`src/bsce_pkg.sv`:
```
// Constants, opcodes and carriers of the branch/skip/compare executor.
// Assumes a 22-bit word program counter and an 8-bit status flag register.
package bsce_pkg;

  // ==========================================================================
  // Widths
  localparam int PC_W  = 22;
  localparam int DAT_W = 8;

  // ==========================================================================
  // Status flag bit positions
  localparam logic [2:0] FLG_C = 3'h0;
  localparam logic [2:0] FLG_Z = 3'h1;
  localparam logic [2:0] FLG_N = 3'h2;
  localparam logic [2:0] FLG_V = 3'h3;
  localparam logic [2:0] FLG_S = 3'h4;
  localparam logic [2:0] FLG_H = 3'h5;
  localparam logic [2:0] FLG_T = 3'h6;
  localparam logic [2:0] FLG_I = 3'h7;

  // ==========================================================================
  // Cycle counts
  localparam logic [2:0] CYC_EXTENDED_INDIRECT_CALL     = 3'h3;
  localparam logic [2:0] CYC_CALL_SHORT = 3'h3;
  localparam logic [2:0] CYC_CALL_LONG  = 3'h4;
  localparam logic [2:0] CYC_RET_SHORT  = 3'h4;
  localparam logic [2:0] CYC_RET_LONG   = 3'h5;
  localparam logic [2:0] CYC_ONE        = 3'h1;
  localparam logic [2:0] CYC_TWO        = 3'h2;
  localparam logic [2:0] CYC_LDS        = 3'h2;
  localparam logic [2:0] CYC_IO_EXTRA   = 3'h1;

  // ==========================================================================
  // Reset values
  localparam logic [PC_W-1:0]  PC_RST   = 22'h000000;
  localparam logic [DAT_W-1:0] STATUS_FLAG_REGISTER_RST = 8'h00;

  // ==========================================================================
  // Operations
  typedef enum logic [4:0] {
    OP_NONE         = 5'h00,
    OP_EXTENDED_INDIRECT_CALL       = 5'h01,
    OP_CALL         = 5'h02,
    OP_RET          = 5'h03,
    OP_INTERRUPT_EXIT         = 5'h04,
    OP_SKIP_EQ      = 5'h05,
    OP_CMP          = 5'h06,
    OP_CMP_BORROW   = 5'h07,
    OP_CMP_IMM      = 5'h08,
    OP_SKIP_RB_CLR  = 5'h09,
    OP_SKIP_RB_SET  = 5'h0A,
    OP_SKIP_IO_CLR  = 5'h0B,
    OP_SKIP_IO_SET  = 5'h0C,
    OP_BR_FLAG_SET  = 5'h0D,
    OP_BR_FLAG_CLR  = 5'h0E,
    OP_BR_SIGNED_GE = 5'h0F,
    OP_BR_SIGNED_LT = 5'h10,
    OP_MOVE         = 5'h11,
    OP_MOVE_PAIR    = 5'h12,
    OP_LOAD_IMM     = 5'h13,
    OP_DIRECT_LOAD  = 5'h14
  } bsce_op_t;

  // Decoded instruction
  typedef struct packed {
    bsce_op_t         op;
    logic [2:0]       bit_sel;
    logic [11:0]      offset;
    logic [PC_W-1:0]  target;
    logic [DAT_W-1:0] opd_a;
    logic [DAT_W-1:0] opd_b;
    logic [DAT_W-1:0] io_val;
    logic [15:0]      z_ptr;
    logic             next_two_word;
    logic             pc22;
  } bsce_instr_t;

  // Execution result
  typedef struct packed {
    logic [PC_W-1:0]  pc;
    logic [DAT_W-1:0] status_flag_register;
    logic [2:0]       cycles;
    logic             push;
    logic             pop;
  } bsce_result_t;

endpackage

```
`src/bsce_exec.sv`:
```
// Branch, skip, compare and call/return executor.
// Assumes a decoder drives one instruction per start pulse, on ref_clk_i.
// Summary of operation
// [RQ1] Extended indirect call: PC low from Z, high from high-address reg, 3 cycles.
// [RQ2] Skip-if-equal skips next instruction when registers match; 1/2/3 cycles.
// [RQ3] Skip if register bit is zero; 1/2/3 cycles; flags unchanged.
// [RQ4] Skip if register bit is one; 1/2/3 cycles.
// [RQ5] Skip if I/O register bit is zero; 2/3/4 cycles.
// [RQ6] Skip if I/O register bit is one; 2/3/4 cycles; flags unchanged.
// [RQ7] Branch on selected status flag set or clear; PC+k+1, 2 taken, 1 not.
// [RQ8] Carry branches branch on carry one or zero; 1 or 2 cycles.
// [RQ9] Same-or-higher branches on carry zero, lower on carry one.
// [RQ10] Signed branches test negative XOR overflow, zero or one.
// [RQ11] Half-carry branches on half-carry flag one or zero.
// [RQ12] Transfer-bit branches on T flag one or zero.
// [RQ13] Overflow branches on overflow flag; flags unchanged.
// [RQ14] Interrupt-enable branches on global interrupt flag one or zero.
// [RQ15] Direct data load copies addressed byte to destination; 2 cycles nominal.
// [RQ16] Compares subtract without storing; update Z,C,N,V,S,H in one cycle.
// [RQ17] Call pushes and jumps 3/4 cycles; returns pop 4/5; interrupt exit sets I.
`timescale 1ns/1ps
`default_nettype none
module bsce_exec #(
  parameter int PC_BITS = 22
) (
  // Clock and reset
  input  wire logic                        ref_clk_i,
  input  wire logic                        rstn_i,
  // Instruction issue
  input  wire logic                        start_i,
  input  wire bsce_pkg::bsce_instr_t       instr_i,
  input  wire logic [bsce_pkg::PC_W-1:0]   pc_i,
  input  wire logic [bsce_pkg::DAT_W-1:0]  status_flag_register_i,
  input  wire logic [5:0]                  extended_indirect_high_i,
  input  wire logic [bsce_pkg::PC_W-1:0]   stack_pc_i,
  input  wire logic [bsce_pkg::DAT_W-1:0]  mem_data_i,
  input  wire logic                        mem_wait_i,
  // Results
  output logic                             done_o,
  output bsce_pkg::bsce_result_t           res_o,
  output logic [bsce_pkg::PC_W-1:0]        ret_addr_o,
  output logic                             reg_we_o,
  output logic [bsce_pkg::DAT_W-1:0]       reg_wdata_o,
  output logic                             busy_o
);

  // Elaboration-time refusal of an unsupported width
  if (PC_BITS != bsce_pkg::PC_W) begin : g_pc_bits_chk
    $error("PC_BITS must equal 22");
  end

  // ==========================================================================
  // Combinational execution
  bsce_pkg::bsce_result_t nxt_res;
  logic                   nxt_we;
  logic [7:0]             nxt_wdata;
  logic [bsce_pkg::PC_W-1:0] rel_tgt;
  logic [bsce_pkg::PC_W-1:0] skip_tgt;
  logic [8:0]             diff;
  logic                   cin;
  logic                   take;
  logic [2:0]             skip_cyc;

  always_comb begin
    rel_tgt  = pc_i + {{(bsce_pkg::PC_W-12){instr_i.offset[11]}}, instr_i.offset}
               + 22'h000001;
    skip_tgt = instr_i.next_two_word ? pc_i + 22'h000003 : pc_i + 22'h000002;
    skip_cyc = instr_i.next_two_word ? 3'h3 : 3'h2;
    cin = (instr_i.op == bsce_pkg::OP_CMP_BORROW) ? status_flag_register_i[bsce_pkg::FLG_C] : 1'b0;
    diff = {1'b0, instr_i.opd_a} - {1'b0, instr_i.opd_b} - {8'h00, cin};
    take = 1'b0;
    nxt_we = 1'b0;
    nxt_wdata = 8'h00;
    nxt_res.pc     = pc_i + 22'h000001;
    nxt_res.status_flag_register   = status_flag_register_i;
    nxt_res.cycles = bsce_pkg::CYC_ONE;
    nxt_res.push   = 1'b0;
    nxt_res.pop    = 1'b0;
    case (instr_i.op)
      bsce_pkg::OP_EXTENDED_INDIRECT_CALL: begin
        nxt_res.pc     = {extended_indirect_high_i, instr_i.z_ptr}; // RQ1
        nxt_res.cycles = bsce_pkg::CYC_EXTENDED_INDIRECT_CALL; // RQ1
        nxt_res.push   = 1'b1;
      end
      bsce_pkg::OP_CALL: begin
        nxt_res.pc     = instr_i.target; // RQ17
        nxt_res.push   = 1'b1;
        nxt_res.cycles = instr_i.pc22 ? bsce_pkg::CYC_CALL_LONG : bsce_pkg::CYC_CALL_SHORT;
      end
      bsce_pkg::OP_RET, bsce_pkg::OP_INTERRUPT_EXIT: begin
        nxt_res.pc     = stack_pc_i; // RQ17
        nxt_res.pop    = 1'b1;
        nxt_res.cycles = instr_i.pc22 ? bsce_pkg::CYC_RET_LONG : bsce_pkg::CYC_RET_SHORT;
        if (instr_i.op == bsce_pkg::OP_INTERRUPT_EXIT) begin
          nxt_res.status_flag_register[bsce_pkg::FLG_I] = 1'b1; // RQ17
        end
      end
      bsce_pkg::OP_SKIP_EQ: take = (instr_i.opd_a == instr_i.opd_b); // RQ2
      bsce_pkg::OP_SKIP_RB_CLR: take = ~instr_i.opd_a[instr_i.bit_sel]; // RQ3
      bsce_pkg::OP_SKIP_RB_SET: take = instr_i.opd_a[instr_i.bit_sel]; // RQ4
      bsce_pkg::OP_SKIP_IO_CLR: take = ~instr_i.io_val[instr_i.bit_sel]; // RQ5
      bsce_pkg::OP_SKIP_IO_SET: take = instr_i.io_val[instr_i.bit_sel]; // RQ6
      bsce_pkg::OP_BR_FLAG_SET: take = status_flag_register_i[instr_i.bit_sel]; // RQ7 RQ8 RQ9 RQ11 RQ12 RQ13 RQ14
      bsce_pkg::OP_BR_FLAG_CLR: take = ~status_flag_register_i[instr_i.bit_sel]; // RQ7 RQ8 RQ9 RQ11 RQ12 RQ13 RQ14
      bsce_pkg::OP_BR_SIGNED_GE:
        take = ~(status_flag_register_i[bsce_pkg::FLG_N] ^ status_flag_register_i[bsce_pkg::FLG_V]); // RQ10
      bsce_pkg::OP_BR_SIGNED_LT:
        take = status_flag_register_i[bsce_pkg::FLG_N] ^ status_flag_register_i[bsce_pkg::FLG_V]; // RQ10
      bsce_pkg::OP_CMP, bsce_pkg::OP_CMP_BORROW, bsce_pkg::OP_CMP_IMM: begin
        nxt_res.status_flag_register[bsce_pkg::FLG_C] = diff[8]; // RQ16
        nxt_res.status_flag_register[bsce_pkg::FLG_Z] = (diff[7:0] == 8'h00) &&
          ((instr_i.op != bsce_pkg::OP_CMP_BORROW) || status_flag_register_i[bsce_pkg::FLG_Z]);
        nxt_res.status_flag_register[bsce_pkg::FLG_N] = diff[7];
        nxt_res.status_flag_register[bsce_pkg::FLG_V] = (instr_i.opd_a[7] & ~instr_i.opd_b[7] & ~diff[7])
                                      | (~instr_i.opd_a[7] & instr_i.opd_b[7] & diff[7]);
        nxt_res.status_flag_register[bsce_pkg::FLG_S] = diff[7] ^ nxt_res.status_flag_register[bsce_pkg::FLG_V];
        nxt_res.status_flag_register[bsce_pkg::FLG_H] = (~instr_i.opd_a[3] & instr_i.opd_b[3])
                                      | (instr_i.opd_b[3] & diff[3])
                                      | (diff[3] & ~instr_i.opd_a[3]);
      end
      bsce_pkg::OP_MOVE, bsce_pkg::OP_MOVE_PAIR: begin
        nxt_we    = 1'b1;
        nxt_wdata = instr_i.opd_b;
      end
      bsce_pkg::OP_LOAD_IMM: begin
        nxt_we    = 1'b1;
        nxt_wdata = instr_i.opd_b;
      end
      bsce_pkg::OP_DIRECT_LOAD: begin
        nxt_res.pc     = pc_i + 22'h000002;
        nxt_res.cycles = bsce_pkg::CYC_LDS; // RQ15
        nxt_we         = 1'b1;
        nxt_wdata      = mem_data_i; // RQ15
      end
      default: nxt_res.pc = pc_i + 22'h000001;
    endcase
    case (instr_i.op)
      bsce_pkg::OP_SKIP_EQ, bsce_pkg::OP_SKIP_RB_CLR, bsce_pkg::OP_SKIP_RB_SET: begin
        nxt_res.pc     = take ? skip_tgt : pc_i + 22'h000001;
        nxt_res.cycles = take ? skip_cyc : bsce_pkg::CYC_ONE;
      end
      bsce_pkg::OP_SKIP_IO_CLR, bsce_pkg::OP_SKIP_IO_SET: begin
        nxt_res.pc     = take ? skip_tgt : pc_i + 22'h000001;
        nxt_res.cycles = (take ? skip_cyc : bsce_pkg::CYC_ONE) + bsce_pkg::CYC_IO_EXTRA;
      end
      bsce_pkg::OP_BR_FLAG_SET, bsce_pkg::OP_BR_FLAG_CLR,
      bsce_pkg::OP_BR_SIGNED_GE, bsce_pkg::OP_BR_SIGNED_LT: begin
        nxt_res.pc     = take ? rel_tgt : pc_i + 22'h000001;
        nxt_res.cycles = take ? bsce_pkg::CYC_TWO : bsce_pkg::CYC_ONE;
      end
      default: nxt_res.cycles = nxt_res.cycles;
    endcase
  end

  // ==========================================================================
  // Cycle counter: done pulses after the counted cycles
  logic [2:0] cnt_ff;
  logic       wait_ff;
  bsce_pkg::bsce_result_t res_hold_ff;
  logic       we_hold_ff;
  logic [7:0] wdata_hold_ff;

  always_ff @(posedge ref_clk_i or negedge rstn_i) begin
    if (!rstn_i) begin
      cnt_ff        <= 3'h0;
      wait_ff       <= 1'b0;
      res_hold_ff   <= '0;
      we_hold_ff    <= 1'b0;
      wdata_hold_ff <= 8'h00;
    end else if (start_i && cnt_ff == 3'h0) begin
      cnt_ff        <= nxt_res.cycles;
      wait_ff       <= instr_i.op == bsce_pkg::OP_DIRECT_LOAD;
      res_hold_ff   <= nxt_res;
      we_hold_ff    <= nxt_we;
      wdata_hold_ff <= nxt_wdata;
    end else if (cnt_ff != 3'h0) begin
      if (!(wait_ff && mem_wait_i && cnt_ff == 3'h1)) begin
        cnt_ff <= cnt_ff - 3'h1; // RQ15
      end
      if (wait_ff && !mem_wait_i) begin
        wdata_hold_ff <= mem_data_i;
      end
    end
  end

  // ==========================================================================
  // Registered outputs
  logic finish;
  assign finish = (cnt_ff == 3'h1) && !(wait_ff && mem_wait_i);

  always_ff @(posedge ref_clk_i or negedge rstn_i) begin
    if (!rstn_i) begin
      done_o      <= 1'b0;
      res_o       <= '0;
      ret_addr_o  <= bsce_pkg::PC_RST;
      reg_we_o    <= 1'b0;
      reg_wdata_o <= 8'h00;
      busy_o      <= 1'b0;
    end else begin
      done_o   <= finish;
      reg_we_o <= finish && we_hold_ff;
      busy_o   <= (start_i && cnt_ff == 3'h0) || (cnt_ff > 3'h1) || (cnt_ff != 3'h0 && !finish);
      if (finish) begin
        res_o       <= res_hold_ff;
        reg_wdata_o <= wdata_hold_ff;
      end
      if (start_i && cnt_ff == 3'h0) begin
        ret_addr_o <= pc_i + (instr_i.op == bsce_pkg::OP_CALL ? 22'h000002 : 22'h000001);
      end
    end
  end

  // ==========================================================================
  // Checks
  a_done_after_start: assert property (@(posedge ref_clk_i) disable iff (!rstn_i)
    start_i && cnt_ff == 3'h0 && instr_i.op == bsce_pkg::OP_EXTENDED_INDIRECT_CALL
    |-> ##4 done_o && res_o.pc[15:0] == $past(instr_i.z_ptr, 4)) // RQ1
    else $error("extended_indirect_call timing or target wrong");
  a_branch_taken_pc: assert property (@(posedge ref_clk_i) disable iff (!rstn_i)
    start_i && cnt_ff == 3'h0 && instr_i.op == bsce_pkg::OP_BR_FLAG_SET
    && status_flag_register_i[instr_i.bit_sel] |-> ##3 done_o && res_o.pc == $past(rel_tgt, 3)) // RQ7
    else $error("taken branch wrong");
  a_branch_not_taken: assert property (@(posedge ref_clk_i) disable iff (!rstn_i)
    start_i && cnt_ff == 3'h0 && instr_i.op == bsce_pkg::OP_BR_FLAG_CLR
    && status_flag_register_i[instr_i.bit_sel] |-> ##2 done_o && res_o.pc == $past(pc_i, 2) + 22'h000001) // RQ7
    else $error("untaken branch wrong");
  a_signed_ge_cond: assert property (@(posedge ref_clk_i)
    instr_i.op == bsce_pkg::OP_BR_SIGNED_GE |-> take == (status_flag_register_i[2] == status_flag_register_i[3])) // RQ10
    else $error("signed ge condition wrong");
  a_skip_io_cycles: assert property (@(posedge ref_clk_i)
    instr_i.op == bsce_pkg::OP_SKIP_IO_SET && !take |-> nxt_res.cycles == 3'h2) // RQ6
    else $error("io skip cycles wrong");
  a_skip_reg_pc: assert property (@(posedge ref_clk_i)
    instr_i.op == bsce_pkg::OP_SKIP_RB_CLR && !instr_i.opd_a[instr_i.bit_sel]
    |-> nxt_res.pc == skip_tgt && nxt_res.status_flag_register == status_flag_register_i) // RQ3
    else $error("register bit skip wrong");
  a_compare_zero: assert property (@(posedge ref_clk_i)
    instr_i.op == bsce_pkg::OP_CMP && instr_i.opd_a == instr_i.opd_b
    |-> nxt_res.status_flag_register[1] && !nxt_res.status_flag_register[0] && !nxt_we) // RQ16
    else $error("compare flags wrong");
  a_interrupt_exit_sets_i: assert property (@(posedge ref_clk_i)
    instr_i.op == bsce_pkg::OP_INTERRUPT_EXIT |-> nxt_res.status_flag_register[7] && nxt_res.pop) // RQ17
    else $error("interrupt exit flag wrong");

endmodule
`default_nettype wire

```
`config.mk`:
```
export PLATFORM = sky130hd
export DESIGN_NAME = bsce_exec
export DESIGN_NICKNAME = d
export VERILOG_FILES = /design/src/bsce_pkg.sv /design/src/bsce_exec.sv
export SDC_FILE = /design/constraint.sdc
export NUM_CORES = 1
export LEC_CHECK = 0
export BUFFER_PORTS_ARGS = -buffer_cell sky130_fd_sc_hd__buf_2
export CAP_MARGIN = 5
export CORE_MARGIN = 2
export CORE_UTILIZATION = 55
export DETAILED_ROUTE_END_ITERATION = 7
export MAX_ROUTING_LAYER = met4
export PLACE_DENSITY = 0.87
export SLEW_MARGIN = 20
export SYNTH_ARGS = -nofsm -noshare
export SYNTH_HDL_FRONTEND = slang
export SYNTH_SLANG_ARGS = --single-unit
```
`constraint.sdc`:
```
create_clock -name ref_clk_i -period 5.9 [get_ports ref_clk_i]
set_input_delay 1.18 -clock ref_clk_i [delete_from_list [all_inputs] [get_ports ref_clk_i]]
set_output_delay 1.18 -clock ref_clk_i [all_outputs]
set_load 0.005 [all_outputs]
```
==> results.json <==
{
  "switching_share_pct": 38.8,
  "grt_pass1_vias": 9333,
  "final_cell_mix": "254 x nand2_1, 220 x buf_2, 116 x dfrtp_1, 89 x nor2_1, 82 x o21ai_0",
  "combPwrFrac_pct": 37.8,
  "min_path_type": "flip-flop to flip-flop",
  "fillers": 1379,
  "grt.total_usage_pct": 37.3,
  "drt-initial-drc-count": 1297,
  "hold_start": "res_o[31]$_DFFE_PN0P_",
  "placedCellCount": 1569,
  "detail-route-antenna-nets": 0,
  "routedWlPerCell_um": 20.5,
  "cp_common_cell": "nor2b_1",
  "die_w_um": 134,
  "fmax_mhz": 243,
  "cts_tree": "done",
  "syn_avg_cell_area_um2": 7.75,
  "max-vdd-ir-drop_v": 0.000276,
  "cts_setup_buffers": 0,
  "synth_top_area_share_pct": 31.4,
  "grt_setup_unrepaired": "false",
  "status": "completed",
  "finalSetupViolCount": 0,
  "power_switching_mw": 1.48,
  "grt_overflow": 0,
  "finalSetupTns_ns": 0,
  "grt_max_degree": 83,
  "ys_warn_count": 0,
  "synth_edf_count": 0,
  "holdWs_ns": 0.467,
  "cp_max_fo": 11,
  "slew_violations": 0,
  "layout_commonest_cell": "nand2_1",
  "cts_resized": 0,
  "clockBufferDepth": 2,
  "gp_congestion": 1.08,
  "ys_async_sr_fraction_pct": 100,
  "die_area_um2": 17900,
  "cts_num_sinks": 116,
  "hpwlAfterDp_mm": 24.6,
  "slowest_delay_ns": 0.49,
  "worstPathArrival_ns": 4.46,
  "final_hold_viol_count": 0,
  "seqPwrFrac_pct": 36.5,
  "cts_hold_buf": 0,
  "relSlewSlack_pct": 33.1,
  "r2r_start": "cnt_ff[1]$_DFFE_PN0P_",
  "cts_buffers": 17,
  "ys_types": 70,
  "clock_latency_ns": 0.42,
  "die_height_um": 134,
  "synthCells": 1193,
  "p_per_area_nw_per_um2": 345,
  "clkPwrFrac_pct": 25.7,
  "p_leak_nw": 5.18,
  "final_layout_size_suffix_gt1_share_pct": 21.1,
  "skew_ns": 0.0104,
  "drc": 0,
  "period_share_pct": 69.7,
  "placed_cell_area_um2": 10400,
  "synth_area_leaders": "dfrtp_1 31%, nand2_1 10%, ha_1 6.1%",
  "worst_slack_ns": 1.79,
  "crit_required_ns": 6.25,
  "syn-cell-area_um2": 9250,
  "initial_utilization_pct": 56.0,
  "startpoint": "instr_i[79]",
  "vias": 10141,
  "finalInstanceArea_um2": 11000,
  "synth_seq_cells": 116,
  "rrSetupSlack_ns": 3.16,
  "holdPathStages": 2,
  "critPathKind": "input pin to flip-flop",
  "via_per_inst": 6.33,
  "clk_pin_slew_ns": 0.06,
  "period_needed_ns": 4.11,
  "totalWireLength_mm": 32.8,
  "drv_cap": 0,
  "grt_pass1_wl_mm": 50.5,
  "final_nets": 1572,
  "rows": 47,
  "end_kind": "flip-flop",
  "place_ws_ns": 1.48,
  "clockRootBuffer": "clkbuf_16",
  "antenna_found_initial": 1,
  "stdcell_count": 1603,
  "cp_slowest_cell": "o41ai_1",
  "ios": 222,
  "syn_to_final_growth_pct": 19.4,
  "synth_top_area_cell": "dfrtp_1",
  "ys_seq_area_share_pct": 31.4,
  "worstMarginPinSlew_ns": 1.00,
  "synth_fp_nets": 1396,
  "htree_levels": 4,
  "r2r_cells": 10,
  "port_buffers": 221,
  "crit_chain": "buf_2 > nor2b_1 > nor2b_1 > nand4_1 > fa_1 > ha_1 > nor2b_1 > a21boi_0 > o21a_1 > o21ai_0 > a211o_1 > o2111ai_1 > o41ai_1 > a22o_1",
  "p_int_mw": 2.33,
  "synth_ff_type": "dfrtp_1",
  "core_um2": 16500,
  "start_kind": "input pin",
  "dr.pass1.iters": 6
}
cell families (layout without fill, tap and decap cells):
logic type               after synthesis  in the layout  synth area share (%)
AO/OA/AOI/OAI                        304            304                  21.8
buffers and inverters                120            309                  4.99
AND/OR/NAND/NOR                      501            501                  24.0
adder cells (fa/ha/maj)               49             49                  6.95
XOR/XNOR                              81             81                  7.67
other                                  0              1                     0
multiplexers                          22             22                  3.21
flip-flops                           116            116                  31.4
state kept, by name (all words and copies together), names as in the netlist:
register       flops
done_o             1
res_hold_ff       35
reg_wdata_o        8
busy_o             1
reg_we_o           1
wdata_hold_ff      8
ret_addr_o        22
res_o             35
we_hold_ff         1
cnt_ff             3
wait_ff            1
cell usage after synthesis, types with 3 or more instances:
| cell | number |
|---|---|
| nor2b_1 | 14 |
| and2_1 | 5 |
| nor4_1 | 4 |
| or2_2 | 9 |
| nor2_1 | 91 |
| buf_1 | 11 |
| nor3_1 | 29 |
| or3_1 | 12 |
| a21oi_1 | 66 |
| a21o_1 | 18 |
| a222oi_1 | 4 |
| a2bb2oi_1 | 4 |
| o221ai_1 | 7 |
| fa_1 | 4 |
| dfrtp_1 | 116 |
| and3_1 | 8 |
| a31oi_1 | 16 |
| nand3b_1 | 8 |
| a211oi_1 | 3 |
| a2111oi_0 | 3 |
| a22oi_1 | 15 |
| nand2_1 | 254 |
| o21ai_0 | 82 |
| nand3_1 | 30 |
| a221o_1 | 8 |
| clkbuf_1 | 62 |
| xnor2_1 | 47 |
| xor2_1 | 34 |
| a221oi_1 | 19 |
| ha_1 | 45 |
| a22o_1 | 3 |
| nand2b_1 | 11 |
| o21a_1 | 12 |
| mux4_2 | 6 |
| a21boi_0 | 3 |
| o211ai_1 | 9 |
| o41ai_1 | 3 |
| mux2i_1 | 15 |
| buf_2 | 3 |
| inv_1 | 42 |
| a32oi_1 | 3 |
| nand4_1 | 16 |
| o2111ai_1 | 3 |
power by group through the flow:
stage / Sequential, mW / Combinational (mW) / Clock, mW
floorplan: 1.35 / 0.853 / 0
global placement: 1.37 / 1.35 / 0
detailed placement: 1.38 / 1.40 / 0
CTS: 1.38 / 1.42 / 0.981
global route: 1.42 / 1.61 / 1.02
finish: 1.39 / 1.44 / 0.982
layout make-up:
type                       count  area, um^2  share of cell area (%)
antenna                        1        2.50                  0.0227
timing repair buffer         234        1240                    11.2
clock inverter                14         130                    1.18
clock buffer                  18         439                    3.98
tap                          220         275                    2.49
inverter                      43         161                    1.46
multi-input combinational    957        5900                    53.4
sequential                   116        2900                    26.3
stage by stage:
stage	total power, mW	utilization, %
2_1_floorplan	2.20	-
3_3_place_gp	2.72	63.2
3_5_place_dp	2.78	63.2
4_1_cts	3.78	66.6
5_1_grt	4.06	66.9
6_report	3.82	66.9
path summary, 6_finish.rpt:
| check | endpoint |
|---|---|
| max in group asynchronous | ret_addr_o[10]$_DFFE_PN0P_ |
| worst max-delay path | res_hold_ff[6]$_DFFE_PN0P_ |
| worst min register to register | res_o[31]$_DFFE_PN0P_ |
| worst min-delay path | res_o[31]$_DFFE_PN0P_ |
| min in group asynchronous | wdata_hold_ff[3]$_DFFE_PN0P_ |
| worst max register to register | res_hold_ff[20]$_DFFE_PN0P_ |
layer usage:
layer / share of wire [%] / routed length (um) / global-route usage, % / vias to the layer above
met4: 2.9 / 948 / 11.8 / 0
li1: - / - / - / 4581
met1: 42 / 13700 / 51.5 / 4820
met3: 12 / 3780 / 9.09 / 86
met2: 44 / 14400 / 54.3 / 654
met5: 0 / 0 / - / -
critical path, delay by kind of cell:
kind / cells / cell delay [ns]
AO/OA/AOI/OAI: 7 / 1.76
AND/OR/NAND/NOR: 4 / 0.71
adder cells (fa/ha/maj): 2 / 0.61
buffers and inverters: 1 / 0.19
Note: power is estimated with default switching activity, not from simulation.
